## src/shared/pcsia_pkg.sv

```systemverilog
// How it works
// - 13-bit counter, low byte software visible
// - Upper five bits only via holding latch
// - Low byte write loads upper from latch
// - Jump/call: 11-bit target plus page bits
// - Call or interrupt pushes full counter
// - All three returns pop into counter
// - Eight by 13 stack, hidden pointer
// - Stack wraps, ninth push overwrites first
// - No overflow or underflow status
// - Push and pop leave latch unchanged
// - This variant ignores the page bits
// - Indirect port redirects to pointed register
// - Effective address is bank bit over pointer
package pcsia_pkg;
  // Widths
  localparam int PC_W = 13;
  localparam int TGT_W = 11;
  localparam int LATCH_W = 5;
  localparam int DADDR_W = 9;
  localparam int RADDR_W = 3;
  localparam int STK_DEPTH = 8;
  localparam int STK_PTR_W = 3;
  // Register offsets on the software port
  localparam logic [RADDR_W-1:0] OFS_PC_LOW = 3'h0;
  localparam logic [RADDR_W-1:0] OFS_LATCH = 3'h1;
  localparam logic [RADDR_W-1:0] OFS_POINTER = 3'h2;
  localparam logic [RADDR_W-1:0] OFS_STATUS = 3'h3;
  localparam logic [RADDR_W-1:0] OFS_INDIRECT = 3'h4;
  // Field positions
  localparam int BANK_BIT_POS = 7;
  localparam int PAGE_HI = 4;
  localparam int PAGE_LO = 3;
  // Page bits take no part in branch targets on this variant
  localparam logic PAGE_SELECT_EN = 1'b0;
  // Reset values and the interrupt vector
  localparam logic [PC_W-1:0] PC_RESET = 13'h0000;
  localparam logic [PC_W-1:0] IRQ_VECTOR = 13'h0004;
  localparam logic [LATCH_W-1:0] LATCH_RESET = 5'h00;
  localparam logic [7:0] POINTER_RESET = 8'h00;
  localparam logic BANK_RESET = 1'b0;
  localparam logic [7:0] RDATA_IDLE = 8'h00;
  // Kinds of counter load; HOLD when none, then IRQ down to STEP in order of priority
  typedef enum logic [2:0] {
    PCSIA_LD_HOLD = 3'b000,
    PCSIA_LD_IRQ = 3'b001,
    PCSIA_LD_RET = 3'b010,
    PCSIA_LD_CALL = 3'b011,
    PCSIA_LD_JUMP = 3'b100,
    PCSIA_LD_LOW = 3'b101,
    PCSIA_LD_STEP = 3'b110
  } pcsia_load_e;
endpackage : pcsia_pkg

```

## src/rtl/pcsia_core.sv

```systemverilog
`timescale 1ns/1ns
// Program counter, return stack and indirect data addressing
module pcsia_core
  import pcsia_pkg::*;
(
  input wire logic clk,
  input wire logic rst_n,
  input wire logic [pcsia_pkg::RADDR_W-1:0] reg_addr,
  input wire logic [7:0] reg_wdata,
  input wire logic reg_wr,
  input wire logic reg_rd,
  output logic [7:0] reg_rdata,
  input wire logic fetch_step,
  input wire logic jump_instruction,
  input wire logic call_instruction,
  input wire logic return_plain,
  input wire logic return_with_literal,
  input wire logic return_from_interrupt,
  input wire logic irq_vector,
  input wire logic [pcsia_pkg::TGT_W-1:0] branch_target,
  output logic [pcsia_pkg::PC_W-1:0] pc,
  output logic [pcsia_pkg::DADDR_W-1:0] data_addr,
  output logic [7:0] data_wdata,
  output logic data_we,
  input wire logic [7:0] data_rdata
);
  import pcsia_pkg::*;

  // Address match on the software port, used by the write decodes; reads decode reg_addr directly
  function automatic logic hit(
    input logic [RADDR_W-1:0] addr,
    input logic [RADDR_W-1:0] ofs
  );
    hit = (addr == ofs);
  endfunction : hit

  // Software-visible state
  logic [LATCH_W-1:0] pc_high_holding_latch; // Feeds upper counter bits
  logic [7:0] indirect_pointer; // Low eight bits of indirect address
  logic indirect_bank_bit; // Ninth indirect address bit

  // Counter datapath
  logic [PC_W-1:0] next_pc; // Value loaded at the next edge
  logic [PC_W-1:0] pc_plus_one; // Sequential successor
  logic [PC_W-1:0] branch_addr; // Jump and call destination
  logic [PC_W-1:0] stack_top; // Entry a return would pop
  logic [PC_W-1:0] push_value; // Entry a push would store
  logic any_return; // One of the three return kinds
  logic low_write; // Software write to the counter low byte
  logic stack_push; // Call or interrupt branch
  logic stack_pop; // Any return
  pcsia_load_e load_kind; // Chosen source for next_pc

  assign pc_plus_one = pc + 13'h0001;
  assign any_return = return_plain | return_with_literal
                    | return_from_interrupt;
  assign low_write = reg_wr && hit(reg_addr, OFS_PC_LOW);

  // Page bits would sit above the target; this variant forces zero
  assign branch_addr = {(PAGE_SELECT_EN ? pc_high_holding_latch[PAGE_HI:PAGE_LO] : 2'b00),
                        branch_target};

  // Choose the load source; the interrupt wins because it abandons
  // whatever the decoder was doing in that cycle
  always_comb
  begin
    if (irq_vector)
    begin
      load_kind = PCSIA_LD_IRQ;
    end
    else if (any_return)
    begin
      load_kind = PCSIA_LD_RET;
    end
    else if (call_instruction)
    begin
      load_kind = PCSIA_LD_CALL;
    end
    else if (jump_instruction)
    begin
      load_kind = PCSIA_LD_JUMP;
    end
    else if (low_write)
    begin
      load_kind = PCSIA_LD_LOW;
    end
    else if (fetch_step)
    begin
      load_kind = PCSIA_LD_STEP;
    end
    else
    begin
      load_kind = PCSIA_LD_HOLD;
    end
  end

  // Stack traffic follows the chosen load only
  assign stack_push = (load_kind == PCSIA_LD_IRQ) || (load_kind == PCSIA_LD_CALL);
  assign stack_pop = (load_kind == PCSIA_LD_RET);

  // An interrupt saves the counter of the abandoned instruction;
  // a call saves the address after itself
  assign push_value = (load_kind == PCSIA_LD_IRQ) ? pc : pc_plus_one;

  // Next counter value per load kind
  always_comb
  begin
    case (load_kind)
      PCSIA_LD_IRQ:
      begin
        next_pc = IRQ_VECTOR;
      end
      PCSIA_LD_RET:
      begin
        next_pc = stack_top;
      end
      PCSIA_LD_CALL, PCSIA_LD_JUMP:
      begin
        next_pc = branch_addr;
      end
      PCSIA_LD_LOW:
      begin
        // Whole latch goes up with the written byte
        next_pc = {pc_high_holding_latch, reg_wdata};
      end
      PCSIA_LD_STEP:
      begin
        next_pc = pc_plus_one;
      end
      default:
      begin
        next_pc = pc;
      end
    endcase
  end

  // Counter register, 13 bits wide
  always_ff @(posedge clk or negedge rst_n)
  begin
    if (!rst_n)
    begin
      pc <= PC_RESET;
    end
    else
    begin
      pc <= next_pc;
    end
  end

  // Return stack; full counter width is stored
  pcsia_stack u_stack (
    .clk(clk),
    .rst_n(rst_n),
    .push(stack_push),
    .pop(stack_pop),
    .push_data(push_value),
    .top(stack_top)
  );

  // Holding latch changes only by software write, never by stack traffic
  always_ff @(posedge clk or negedge rst_n)
  begin
    if (!rst_n)
    begin
      pc_high_holding_latch <= LATCH_RESET;
    end
    else if (reg_wr && hit(reg_addr, OFS_LATCH))
    begin
      // Page bits stay writable storage even though ignored
      pc_high_holding_latch <= reg_wdata[LATCH_W-1:0];
    end
  end

  // Pointer register
  always_ff @(posedge clk or negedge rst_n)
  begin
    if (!rst_n)
    begin
      indirect_pointer <= POINTER_RESET;
    end
    else if (reg_wr && hit(reg_addr, OFS_POINTER))
    begin
      indirect_pointer <= reg_wdata;
    end
  end

  // Bank bit; other status bits belong to the arithmetic unit
  always_ff @(posedge clk or negedge rst_n)
  begin
    if (!rst_n)
    begin
      indirect_bank_bit <= BANK_RESET;
    end
    else if (reg_wr && hit(reg_addr, OFS_STATUS))
    begin
      indirect_bank_bit <= reg_wdata[BANK_BIT_POS];
    end
  end

  // Effective address is loaded from the pending pointer and bank, so it
  // moves at the same edge as they do; the next port access sees the new target
  always_ff @(posedge clk or negedge rst_n)
  begin
    if (!rst_n)
    begin
      data_addr <= {BANK_RESET, POINTER_RESET};
    end
    else
    begin
      data_addr <= {next_bank(), next_pointer()};
    end
  end

  // Pending pointer value, seen by the address register above
  function automatic logic [7:0] next_pointer();
    next_pointer = (reg_wr && hit(reg_addr, OFS_POINTER)) ? reg_wdata : indirect_pointer;
  endfunction : next_pointer

  // Pending bank value
  function automatic logic next_bank();
    next_bank = (reg_wr && hit(reg_addr, OFS_STATUS)) ? reg_wdata[BANK_BIT_POS]
                                                       : indirect_bank_bit;
  endfunction : next_bank

  // Writes to the indirect port go to the pointed register, not here
  always_ff @(posedge clk or negedge rst_n)
  begin
    if (!rst_n)
    begin
      data_we <= 1'b0;
      data_wdata <= 8'h00;
    end
    else
    begin
      data_we <= reg_wr && hit(reg_addr, OFS_INDIRECT);
      if (reg_wr && hit(reg_addr, OFS_INDIRECT))
      begin
        data_wdata <= reg_wdata;
      end
    end
  end

  // Read data stand for one cycle only; unmapped offsets answer zero
  always_ff @(posedge clk or negedge rst_n)
  begin
    if (!rst_n)
    begin
      reg_rdata <= RDATA_IDLE;
    end
    else if (!reg_rd)
    begin
      reg_rdata <= RDATA_IDLE;
    end
    else
    begin
      case (reg_addr)
        OFS_PC_LOW:
        begin
          reg_rdata <= pc[7:0];
        end
        OFS_LATCH:
        begin
          // Latch reads back; upper counter bits never do
          reg_rdata <= {3'h0, pc_high_holding_latch};
        end
        OFS_POINTER:
        begin
          reg_rdata <= indirect_pointer;
        end
        OFS_STATUS:
        begin
          reg_rdata <= {indirect_bank_bit, 7'h00};
        end
        OFS_INDIRECT:
        begin
          // Data file answers combinationally at data_addr
          reg_rdata <= data_rdata;
        end
        default:
        begin
          reg_rdata <= RDATA_IDLE;
        end
      endcase
    end
  end

  // Quiet when no interrupt, return, call or jump pulse is present; fetch step and bus strobes may be active
  logic quiet_instr;
  assign quiet_instr = !irq_vector && !any_return && !call_instruction
                     && !jump_instruction;
endmodule : pcsia_core

```

## src/rtl/pcsia_stack.sv

```systemverilog
`timescale 1ns/1ns
// Eight-entry circular return stack
module pcsia_stack
  import pcsia_pkg::*;
(
  input wire logic clk,
  input wire logic rst_n,
  input wire logic push,
  input wire logic pop,
  input wire logic [pcsia_pkg::PC_W-1:0] push_data,
  output logic [pcsia_pkg::PC_W-1:0] top
);
  import pcsia_pkg::*;

  // Entries live outside program and data space
  logic [PC_W-1:0] mem [STK_DEPTH];
  // Next free slot; no port reads or writes it
  logic [STK_PTR_W-1:0] ptr;
  logic [STK_PTR_W-1:0] ptr_below;

  assign ptr_below = ptr - 3'h1;
  // Top entry sits just below the free slot
  assign top = mem[ptr_below];

  // Pointer wraps modulo eight on both ends
  // No flag on overflow or underflow, by design
  always_ff @(posedge clk or negedge rst_n)
  begin
    if (!rst_n)
    begin
      ptr <= 3'h0;
    end
    else if (push)
    begin
      ptr <= ptr + 3'h1;
    end
    else if (pop)
    begin
      ptr <= ptr_below;
    end
  end

  // Ninth push lands on the first push's slot
  // Entries are not reset; stale values after underflow are expected
  always_ff @(posedge clk)
  begin
    if (push)
    begin
      mem[ptr] <= push_data;
    end
  end
endmodule : pcsia_stack

```

## config.mk

```make
export PLATFORM = sky130hd
export DESIGN_NAME = pcsia_core
export DESIGN_NICKNAME = d
export VERILOG_FILES = /design/src/shared/pcsia_pkg.sv /design/src/rtl/pcsia_core.sv /design/src/rtl/pcsia_stack.sv
export SDC_FILE = /design/constraint.sdc
export NUM_CORES = 1
export LEC_CHECK = 0
export BUFFER_PORTS_ARGS = -buffer_cell sky130_fd_sc_hd__buf_4
export CORE_MARGIN = 1.5
export CORE_UTILIZATION = 50
export CTS_CLUSTER_DIAMETER = 150
export DETAILED_ROUTE_END_ITERATION = 6
export PLACE_DENSITY_LB_ADDON = 0.12
export SLEW_MARGIN = 20
export SYNTH_ARGS = -nofsm -noshare
export SYNTH_HDL_FRONTEND = slang
export SYNTH_HIERARCHICAL = 1
export SYNTH_SLANG_ARGS = --single-unit
export TNS_END_PERCENT = 1
```

## constraint.sdc

```tcl
create_clock -name clk -period 3.9 [get_ports clk]
set_input_delay 0.78 -clock clk [delete_from_list [all_inputs] [get_ports clk]]
set_output_delay 0.78 -clock clk [all_outputs]
set_load 0.01 [all_outputs]
```

==> reports/summary.txt, run 1 <==
TritonCTS Buffers - 17
Worst Hold Class - in2async
Placed Cells - 807
Routability Congestion - 0.945
Non-Filler Instances - 839
Pleak - 3.39 nW
CP Data Required Time - 4.21 ns
Synth top cells by count - 104 x edfxtp_1, 64 x nand3_1, 60 x mux2i_1
Clk pin slew, worst setup/hold paths - 0.06 ns
worst clock skew - 0.00475 ns
final setup violation count - 0
CP max stage delay - 0.75 ns
Final Util - 61.3%
Sw Pwr - 2.48 mW
Yosys reg bits - 151
PwrDens - 787 nW/um2
syn_nets - 609
RR Startpoint - u_stack/ptr[0]
critical path, cell by cell - clkinv_4 > ha_2 > xnor2_2 > buf_4 > nand3_1 > and4_1 > and2_0 > a31o_2 > a221o_1 > a22o_1
Die Wd - 123 um
FFs w/ async S/R, synth - 31.1%
Tot GR Track Use - 24.9%
vias in the first global route - 4726
fin crit share - 84.8%
top-count cell post-synth - edfxtp_1
Int Pwr - 4.24 mW
Post-Route WL - 17900 um
CTS max path bufs - 2
Initial Util - 51.5%
grt ovf - 0
CTS tree - built
Post-synth EDFFs - 104
Main synth FF type - edfxtp_1
Setup TNS Final - 0 ns
Antenna diodes - 0
status - finished, final reports clean
Arr. time, crit path - 3.62 ns
Filler cells - 1104
share of the synthesized area in the top cell type - 43.5%
vias - 4999
setup repair bufs after CTS - 0
Final Hold Vio Count - 0
wire per inst - 21.4 um
antenna violations before repair - 0
worst path bufs/invs - 2
max_cap viols - 0
Detail Placement HPWL - 12400 um
VDD IR-drop max - 407 uV
DRT iter0 DRCs - 481
crit end category - register
crit-path max FO - 28
die footprint - 15100 um2
nets@finish - 691
Comb power frac - 39.5%
first-pass GRT wire length - 27100 um
R2R setup slack - 0.59 ns
hold_buf cts - 0
Period minus WS final - 3.31 ns
warnings from Yosys - 6
Area growth syn-to-layout - 19.0%
Core Footprint - 13900 um2
H-tree Lvls - 4
unrepaired setup endpoints after global routing - false
Reg2Reg Depth - 10
DRC violations left - 0
Clk pwr share - 24.5%
Cells after Synth - 564
pin count of the biggest net entering global routing - 48
slowest CP cell - xnor2_2
clock root cell - clkbuf_16
Die H - 123 um
Via density - 5.96
worst r2r dst - pc[3]
TritonRoute pass-1 iters - 6
remaining antenna violation count - 0
layout cells sized above 1 - 25.5%
Sink Count - 151
sequential area share after synthesis - 59.9%
clock insertion delay at the later pin of the skew report - 0.42 ns
Sequential Power Share - 36.0%
Post-Syn Area per Cell - 12.7 um2
Slew Limit Fails - 0
PostCTS Resize Cnt - 0
FMAX - 302 MHz
Worst-Margin Slew - 0.951 ns
Yosys top cell by area - edfxtp_1
Slew headroom - 36.0%
Synth cell types - 61
I/O pin total - 80
worst hold slack - 0.359 ns
synth top area cells - edfxtp_1 44%, dfrtp_1 16%, mux2i_1 8.4%, nand3_1 4.5%, mux2_2 3.6%
CP startpoint kind - register
Port-buffer cells - 79
top cell family by delay on the critical path - XOR/XNOR gates
WS Path Type - reg2reg
Post-Syn Area - 7170 um2
site row count - 43
switching share of power - 36.8%
-- worst max path at each step --
stage	start	end	slack, ns	cells past startpoint
floorplan	reg_addr[0]	pc[2]	0.74	11
global placement	reg_addr[1]	pc[2]	0.46	10
detailed placement	reg_addr[1]	pc[2]	0.42	10
CTS	u_stack/ptr[0]	pc[3]	0.58	10
global route	u_stack/ptr[0]	pc[3]	0.39	10
finish	u_stack/ptr[0]	pc[3]	0.59	10
-- routing by layer --
metal | track usage (%) | vias up | wire [um]
li1 | - | 2310 | -
met3 | 5.58 | 31 | 1220
met2 | 37.3 | 172 | 8550
met5 | 0 | - | 0
met4 | 8.65 | 0 | 349
met1 | 35.8 | 2486 | 7810
-- flip-flops by register name (all words and copies together) (netlist names) --
signal and cells:
reg_rdata 8, pc 13, data_we 1, pc_high_holding_latch 5, u_stack/ptr 3, data_wdata 8, data_addr 9, u_stack/mem 104
-- power by group through the flow --
stage,clock [mW],sequential [mW],combinational (mW)
floorplan,0,2.37,1.89
global placement,0,2.44,2.62
detailed placement,0,2.45,2.66
CTS,1.66,2.42,2.67
global route,1.72,2.45,2.90
finish,1.64,2.42,2.65
-- cell families after synthesis --
kind of cell | share of synthesized area [%]
xor+xnor | 2.53
buf+inv | 3.40
simple gates | 14.5
fa+ha+maj | 0.698
flops | 59.9
mux | 12.0
compound gates | 6.99
-- area by class of cell --
type	instances	area [um2]	share of cell area, %
Clock inverter	15	168	1.96
Timing Repair Buffer	97	728	8.53
Inverter	11	46.3	0.542
Clock buffer	17	425	4.98
Multi-Input combinational cell	368	2640	31.0
Sequential cell	151	4300	50.4
Tap cell	180	225	2.64
-- metrics by stage --
step / power, mW / cell area [um2] / worst slack (ns)
floorplan: 4.26 / 7170 / 0.739
global placement: 5.06 / 7940 / 0.462
detailed placement: 5.11 / 7940 / 0.422
CTS: 6.75 / 8540 / 0.583
global route: 7.08 / 8540 / 0.386
finish: 6.72 / 8540 / 0.591
-- cells in the final DEF (no fill, tap or decap), types with 17 or more instances in the layout --
| cell | Yosys | routed |
|---|---|---|
| mux2_2 | 23 | 23 |
| mux2i_1 | 60 | 60 |
| clkbuf_16 | 0 | 17 |
| nand3_1 | 64 | 64 |
| edfxtp_1 | 104 | 104 |
| dfrtp_1 | 47 | 47 |
| nand2_1 | 22 | 22 |
| buf_4 | 7 | 97 |
| nor2_1 | 32 | 32 |
| a21oi_1 | 21 | 21 |
Power figures use the tool's default switching activity.
==> inputs of run 2 (changes only) <==
==> constraint.sdc (replaced) <==
create_clock -name clk -period 2.9 [get_ports clk]
set_input_delay 0.58 -clock clk [delete_from_list [all_inputs] [get_ports clk]]
set_output_delay 0.58 -clock clk [all_outputs]
set_load 0.01 [all_outputs]
==> run 2 against run 1 <==
- sequential cell count did not move
- cell count rose by 3.1%
- hold slack got worse by 0.18 ns
- largest cell class unchanged
- total power rose by 36%
- register-to-register slack got worse by 0.39 ns
- fmax rose by 23%
- via count rose by 1.4%
==> reports/summary.txt, run 2 (synthesis gave the netlist of run 1 again) <==
status - finished, final reports clean (unchanged)
RR Startpoint - u_stack/ptr[1] (was u_stack/ptr[0])
Clk pwr share - 22.7% (was 24.5%)
DRT iter0 DRCs - 463 (was 481)
VDD IR-drop max - 566 uV (was 407 uV)
remaining antenna violation count - 0 (unchanged)
Filler cells - 1072 (was 1104)
Sw Pwr - 3.37 mW (was 2.48 mW)
Reg2Reg Depth - 10 (unchanged)
Final WS setup - 0.205 ns (was 0.591 ns)
Int Pwr - 5.78 mW (was 4.24 mW)
Detail Placement HPWL - 12800 um (was 12400 um)
clock insertion delay at the later pin of the skew report - 0.42 ns (about the same)
switching share of power - 36.9% (was 36.8%)
Antenna diodes - 0 (unchanged)
wire per inst - 21.3 um (was 21.4 um)
setup repair bufs after CTS - 0 (unchanged)
H-tree Lvls - 4 (unchanged)
most frequent cells in the layout - 121 x buf_4, 104 x edfxtp_1, 64 x nand3_1 (was 104 x edfxtp_1, 97 x buf_4, 64 x nand3_1)
Die H - 123 um (unchanged)
CTS max path bufs - 2 (unchanged)
max reg flops - 104 (unchanged)
Worst-Margin Slew - 0.787 ns (was 0.951 ns)
I/O pin total - 80 (unchanged)
Slew Limit Fails - 0 (unchanged)
Die Wd - 123 um (unchanged)
crit-path max FO - 16 (was 28)
Core Footprint - 13900 um2 (unchanged)
PostCTS Resize Cnt - 0 (unchanged)
Clk pin slew, worst setup/hold paths - 0.06 ns (about the same)
DRC violations left - 0 (unchanged)
TritonCTS Buffers - 17 (unchanged)
Top reg by flops - u_stack/mem (unchanged)
CP Data Required Time - 3.21 ns (was 4.21 ns)
Pleak - 3.50 nW (was 3.39 nW)
crit end category - register (unchanged)
CP max stage delay - 0.49 ns (was 0.75 ns)
Post-Route WL - 18400 um (was 17900 um)
worst clock skew - 0.00735 ns (was 0.00475 ns)
Period minus WS final - 2.70 ns (was 3.31 ns)
final setup violation count - 0 (unchanged)
vias - 5067 (was 4999)
die footprint - 15100 um2 (unchanged)
CP startpoint kind - register (unchanged)
CTS tree - built (unchanged)
commonest non-fill, non-tap cell in the layout - buf_4 (was edfxtp_1)
unrepaired setup endpoints after global routing - false (unchanged)
first-pass GRT wire length - 27900 um (was 27100 um)
Setup TNS Final - 0 ns (unchanged)
Post-Place Setup Slack - -0.0885 ns (was 0.422 ns)
layout cells sized above 1 - 28.2% (was 25.5%)
critical path, cell by cell - inv_1 > ha_2 > buf_12 > mux2i_1 > nand3_1 > and4_1 > and2_0 > a31o_1 > a221o_1 > a22o_1 (was clkinv_4 > ha_2 > xnor2_2 > buf_4 > nand3_1 > and4_1 > and2_0 > a31o_2 > a221o_1 > a22o_1)
Placed Cells - 833 (was 807)
Slew headroom - 47.1% (was 36.0%)
slowest CP cell - ha_2 (was xnor2_2)
Area growth syn-to-layout - 21.6% (was 19.0%)
clock root cell - clkbuf_16 (unchanged)
FMAX - 371 MHz (was 302 MHz)
grt ovf - 0 (unchanged)
Via density - 5.86 (was 5.96)
hold_buf cts - 0 (unchanged)
WS Path Type - reg2reg (unchanged)
Port-buffer cells - 79 (unchanged)
PwrDens - 1050 nW/um2 (was 787 nW/um2)
Sink Count - 151 (unchanged)
Sequential Power Share - 35.3% (was 36.0%)
pin count of the biggest net entering global routing - 48 (unchanged)
leading registers by flop count - u_stack/mem x104, pc x13, data_addr x9 (unchanged)
antenna violations before repair - 0 (unchanged)
Non-Filler Instances - 865 (was 839)
Worst Hold Class - in2async (unchanged)
fin crit share - 92.9% (was 84.8%)
R2R setup slack - 0.20 ns (was 0.59 ns)
vias in the first global route - 4798 (was 4726)
Comb power frac - 42.0% (was 39.5%)
Initial Util - 51.5% (unchanged)
Final Hold Vio Count - 0 (unchanged)
worst r2r dst - pc[5] (was pc[3])
Routability Congestion - 0.926 (was 0.945)
Tot GR Track Use - 25.8% (was 24.9%)
nets@finish - 717 (was 691)
site row count - 43 (unchanged)
TritonRoute pass-1 iters - 5 (was 6)
Arr. time, crit path - 3.01 ns (was 3.62 ns)
max_cap viols - 0 (unchanged)
-- run 2: worst max-delay path by stage --
stage,start,end,slack [ns],cells past startpoint
after floorplan,u_stack/ptr[0],pc[3],-0.03,12
after global placement,reg_addr[1],pc[3],-0.02,10
after detailed placement,reg_addr[1],pc[2],-0.09,11
after CTS,u_stack/ptr[1],pc[5],0.19,10
after global routing,u_stack/ptr[1],pc[2],0.04,10
final,u_stack/ptr[1],pc[5],0.20,10
-- run 2: per-layer routing --
layer	share of wire [%]	wire, um	vias to the layer above	GRT usage, %
li1	-	-	2362	-
met1	46	8420	2533	38.0
met2	48	8890	158	39.1
met3	5.2	965	14	5.53
met4	0.70	129	0	6.25
met5	0	0	-	0
-- run 2: critical path, delay by kind of cell (launching register included) --
family                     cells  cell delay [ns]
AOI/OAI and AO/OA              3             0.71
adders and majority gates      1             0.49
buffers and inverters          2             0.29
DFF                            1             0.39
muxes                          1             0.21
and+or+nand+nor                3             0.49
-- run 2: area by class of cell --
cell class              instances  area [um2]  share of cell area (%)
clock inverters                14         128                    1.46
repair buffers                123         948                    10.9
multi-input cells             368        2650                    30.3
well taps                     180         225                    2.58
flip-flops and latches        151        4300                    49.3
clock buffers                  18         429                    4.92
inverters                      11        46.3                   0.531
-- run 2: power groups by stage --
stage / logic (mW) / registers, mW / clock network (mW)
3_3_place_gp: 3.81 / 3.25 / 0
2_1_floorplan: 2.54 / 3.19 / 0
6_report: 3.85 / 3.23 / 2.08
3_5_place_dp: 3.86 / 3.26 / 0
5_1_grt: 4.15 / 3.27 / 2.19
4_1_cts: 3.88 / 3.22 / 2.10
-- run 2: metrics by stage --
step	instance area [um2]	hold slack, ns	power (mW)	util, %
4_1_cts	8720	0.180	9.20	62.6
5_1_grt	8720	0.222	9.62	62.6
6_report	8720	0.177	9.16	62.6
3_5_place_dp	8170	0.497	7.12	58.6
2_1_floorplan	7180	0.284	5.73	-
3_3_place_gp	8170	0.491	7.06	58.6
==> inputs of run 3 (changes only) <==
--- a/config.mk
+++ b/config.mk
@@ -7,7 +7,7 @@
 export LEC_CHECK = 0
 export BUFFER_PORTS_ARGS = -buffer_cell sky130_fd_sc_hd__buf_4
 export CORE_MARGIN = 1.5
-export CORE_UTILIZATION = 50
+export CORE_UTILIZATION = 42
 export CTS_CLUSTER_DIAMETER = 150
 export DETAILED_ROUTE_END_ITERATION = 6
 export PLACE_DENSITY_LB_ADDON = 0.12
==> run 3 against run 2 <==
- sequential power about the same
- wire length up 1.4%
- via count is 0.18% higher
- register-to-register slack is essentially flat
- first-iteration DRC count up 8.2%
- global-route usage down 4.1 points
- sequential cell count unchanged
- combinational power hardly changed
- design area up 0.49%
- fmax fell by 0.44%
- worst setup slack worse by 0.012 ns
- critical endpoint is now pc[3]
- largest power group unchanged
==> reports/summary.txt, run 3 (synthesis gave the netlist of run 1 again) <==
pin count of the biggest net entering global routing - 48 (unchanged)
DRC violations left - 0 (unchanged)
FMAX - 369 MHz (was 371 MHz)
TritonRoute pass-1 iters - 5 (unchanged)
status - finished, final reports clean (unchanged)
leading registers by flop count - u_stack/mem x104, pc x13, data_addr x9 (unchanged)
vias in the first global route - 4951 (was 4798)
crit-path max FO - 10 (was 16)
Tot GR Track Use - 21.7% (was 25.8%)
Antenna diodes - 0 (unchanged)
critical path, cell by cell - inv_1 > ha_2 > xor2_2 > nand3_1 > and4_1 > and2_0 > a31o_2 > a221o_1 > a22o_1 (was inv_1 > ha_2 > buf_12 > mux2i_1 > nand3_1 > and4_1 > and2_0 > a31o_1 > a221o_1 > a22o_1)
DRT iter0 DRCs - 501 (was 463)
VDD IR-drop max - 733 uV (was 566 uV)
PwrDens - 1050 nW/um2 (about the same)
antenna violations before repair - 0 (unchanged)
H-tree Lvls - 4 (unchanged)
clock insertion delay at the later pin of the skew report - 0.42 ns (about the same)
final setup violation count - 0 (unchanged)
Pleak - 3.49 nW (was 3.50 nW)
Placed Cells - 869 (was 833)
max reg flops - 104 (unchanged)
Post-Place Setup Slack - -0.0241 ns (was -0.0885 ns)
Core Footprint - 16600 um2 (was 13900 um2)
crit end category - register (unchanged)
Non-Filler Instances - 901 (was 865)
most frequent cells in the layout - 117 x buf_4, 104 x edfxtp_1, 64 x nand3_1 (was 121 x buf_4, 104 x edfxtp_1, 64 x nand3_1)
worst clock skew - 0.00778 ns (was 0.00735 ns)
Die H - 134 um (was 123 um)
WS Path Type - reg2reg (unchanged)
Slew Limit Fails - 0 (unchanged)
remaining antenna violation count - 0 (unchanged)
CP max stage delay - 0.46 ns (was 0.49 ns)
Sink Count - 151 (unchanged)
I/O pin total - 80 (unchanged)
nets@finish - 713 (was 717)
wire per inst - 20.7 um (was 21.3 um)
Detail Placement HPWL - 13400 um (was 12800 um)
clock root cell - clkbuf_16 (unchanged)
Final Hold Vio Count - 0 (unchanged)
commonest non-fill, non-tap cell in the layout - buf_4 (unchanged)
max_cap viols - 0 (unchanged)
hold_buf cts - 0 (unchanged)
Arr. time, crit path - 3.01 ns (about the same)
TritonCTS Buffers - 17 (unchanged)
CP startpoint kind - register (unchanged)
Filler cells - 1439 (was 1072)
vias - 5076 (was 5067)
Die Wd - 134 um (was 123 um)
Initial Util - 43.1% (was 51.5%)
first-pass GRT wire length - 28800 um (was 27900 um)
CTS max path bufs - 2 (unchanged)
CTS tree - built (unchanged)
Worst Hold Class - in2async (unchanged)
CP Data Required Time - 3.20 ns (was 3.21 ns)
die footprint - 17900 um2 (was 15100 um2)
Via density - 5.63 (was 5.86)
Area growth syn-to-layout - 22.2% (was 21.6%)
Slew headroom - 45.7% (was 47.1%)
grt ovf - 0 (unchanged)
Routability Congestion - 0.945 (was 0.926)
Clk pin slew, worst setup/hold paths - 0.07 ns (was 0.06 ns)
Worst-Margin Slew - 0.806 ns (was 0.787 ns)
site row count - 47 (was 43)
Top reg by flops - u_stack/mem (unchanged)
Port-buffer cells - 79 (unchanged)
unrepaired setup endpoints after global routing - false (unchanged)
Tot Pwr - 9.20 mW (was 9.16 mW)
Final WS setup - 0.193 ns (was 0.205 ns)
fin crit share - 93.4% (was 92.9%)
layout cells sized above 1 - 27.8% (was 28.2%)
Period minus WS final - 2.71 ns (was 2.70 ns)
slowest CP cell - xor2_2 (was ha_2)
Post-Route WL - 18700 um (was 18400 um)
-- run 3: changes by cell type in the layout (fill, tap and decap cells not counted), sizes merged --
cell,change
clkinv,-4
buf,-4
inv,+4
-- run 3: cell type report --
type / count / area (um2) / area share (%)
Sequential cell: 151 / 4300 / 49.1
Tap cell: 220 / 275 / 3.14
Clock buffer: 18 / 429 / 4.90
Clock inverter: 14 / 139 / 1.58
Timing Repair Buffer: 119 / 918 / 10.5
Inverter: 11 / 46.3 / 0.528
Multi-Input combinational cell: 368 / 2660 / 30.3
-- run 3: final timing paths --
kind | cells past startpoint | slack, ns | start | endpoint
max | 9 | 0.19 | u_stack/ptr[1] | pc[3]
min | 1 | 0.18 | rst_n | data_wdata[0]
max reg2reg | 9 | 0.19 | u_stack/ptr[1] | pc[3]
min reg2reg | 1 | 0.51 | data_wdata[7] | data_wdata[7]
max in group asynchronous | 1 | 2.30 | rst_n | pc[9]
min in group clk | 3 | 0.39 | branch_target[9] | pc[9]
-- run 3: repair_timing --
action | 4_1_cts | 5_1_grt
setup buffers | 0 | 0
endpoints found under the setup margin | 1 | 0
gates resized for setup | 1 | 0
endpoints found under the hold margin | 0 | 0
-- run 3: critical path: cells and delay by family (launching register included) --
| family | cells | cell delay, ns |
|---|---|---|
| simple gates | 3 | 0.56 |
| fa+ha+maj | 1 | 0.27 |
| compound gates | 3 | 0.78 |
| buf+inv | 1 | 0.10 |
| xor+xnor | 1 | 0.46 |
| flops | 1 | 0.41 |
-- run 3: power by group --
| group | switching [mW] | total [mW] | internal (mW) |
|---|---|---|---|
| sequential | 0.314 | 3.23 | 2.92 |
| clock | 0.919 | 2.12 | 1.20 |
| combinational | 2.19 | 3.85 | 1.66 |
-- run 3: per-layer routing --
layer  global-route usage [%]  vias to the layer above  wire length (um)
met5                        0                        -                 0
li1                         -                     2351                 -
met3                     3.88                       25               932
met4                     6.70                        0               263
met1                     31.3                     2557              8620
met2                     33.4                      143              8840
-- run 3: stage by stage --
stage               instance area [um2]  TNS, ns  hold WS [ns]  util (%)
floorplan                          7180  -0.0343         0.284         -
global placement                   8190  -0.0234         0.490      49.2
detailed placement                 8190  -0.0255         0.501      49.2
CTS                                8760        0         0.197      52.7
global route                       8760        0         0.214      52.7
finish                             8760        0         0.175      52.7
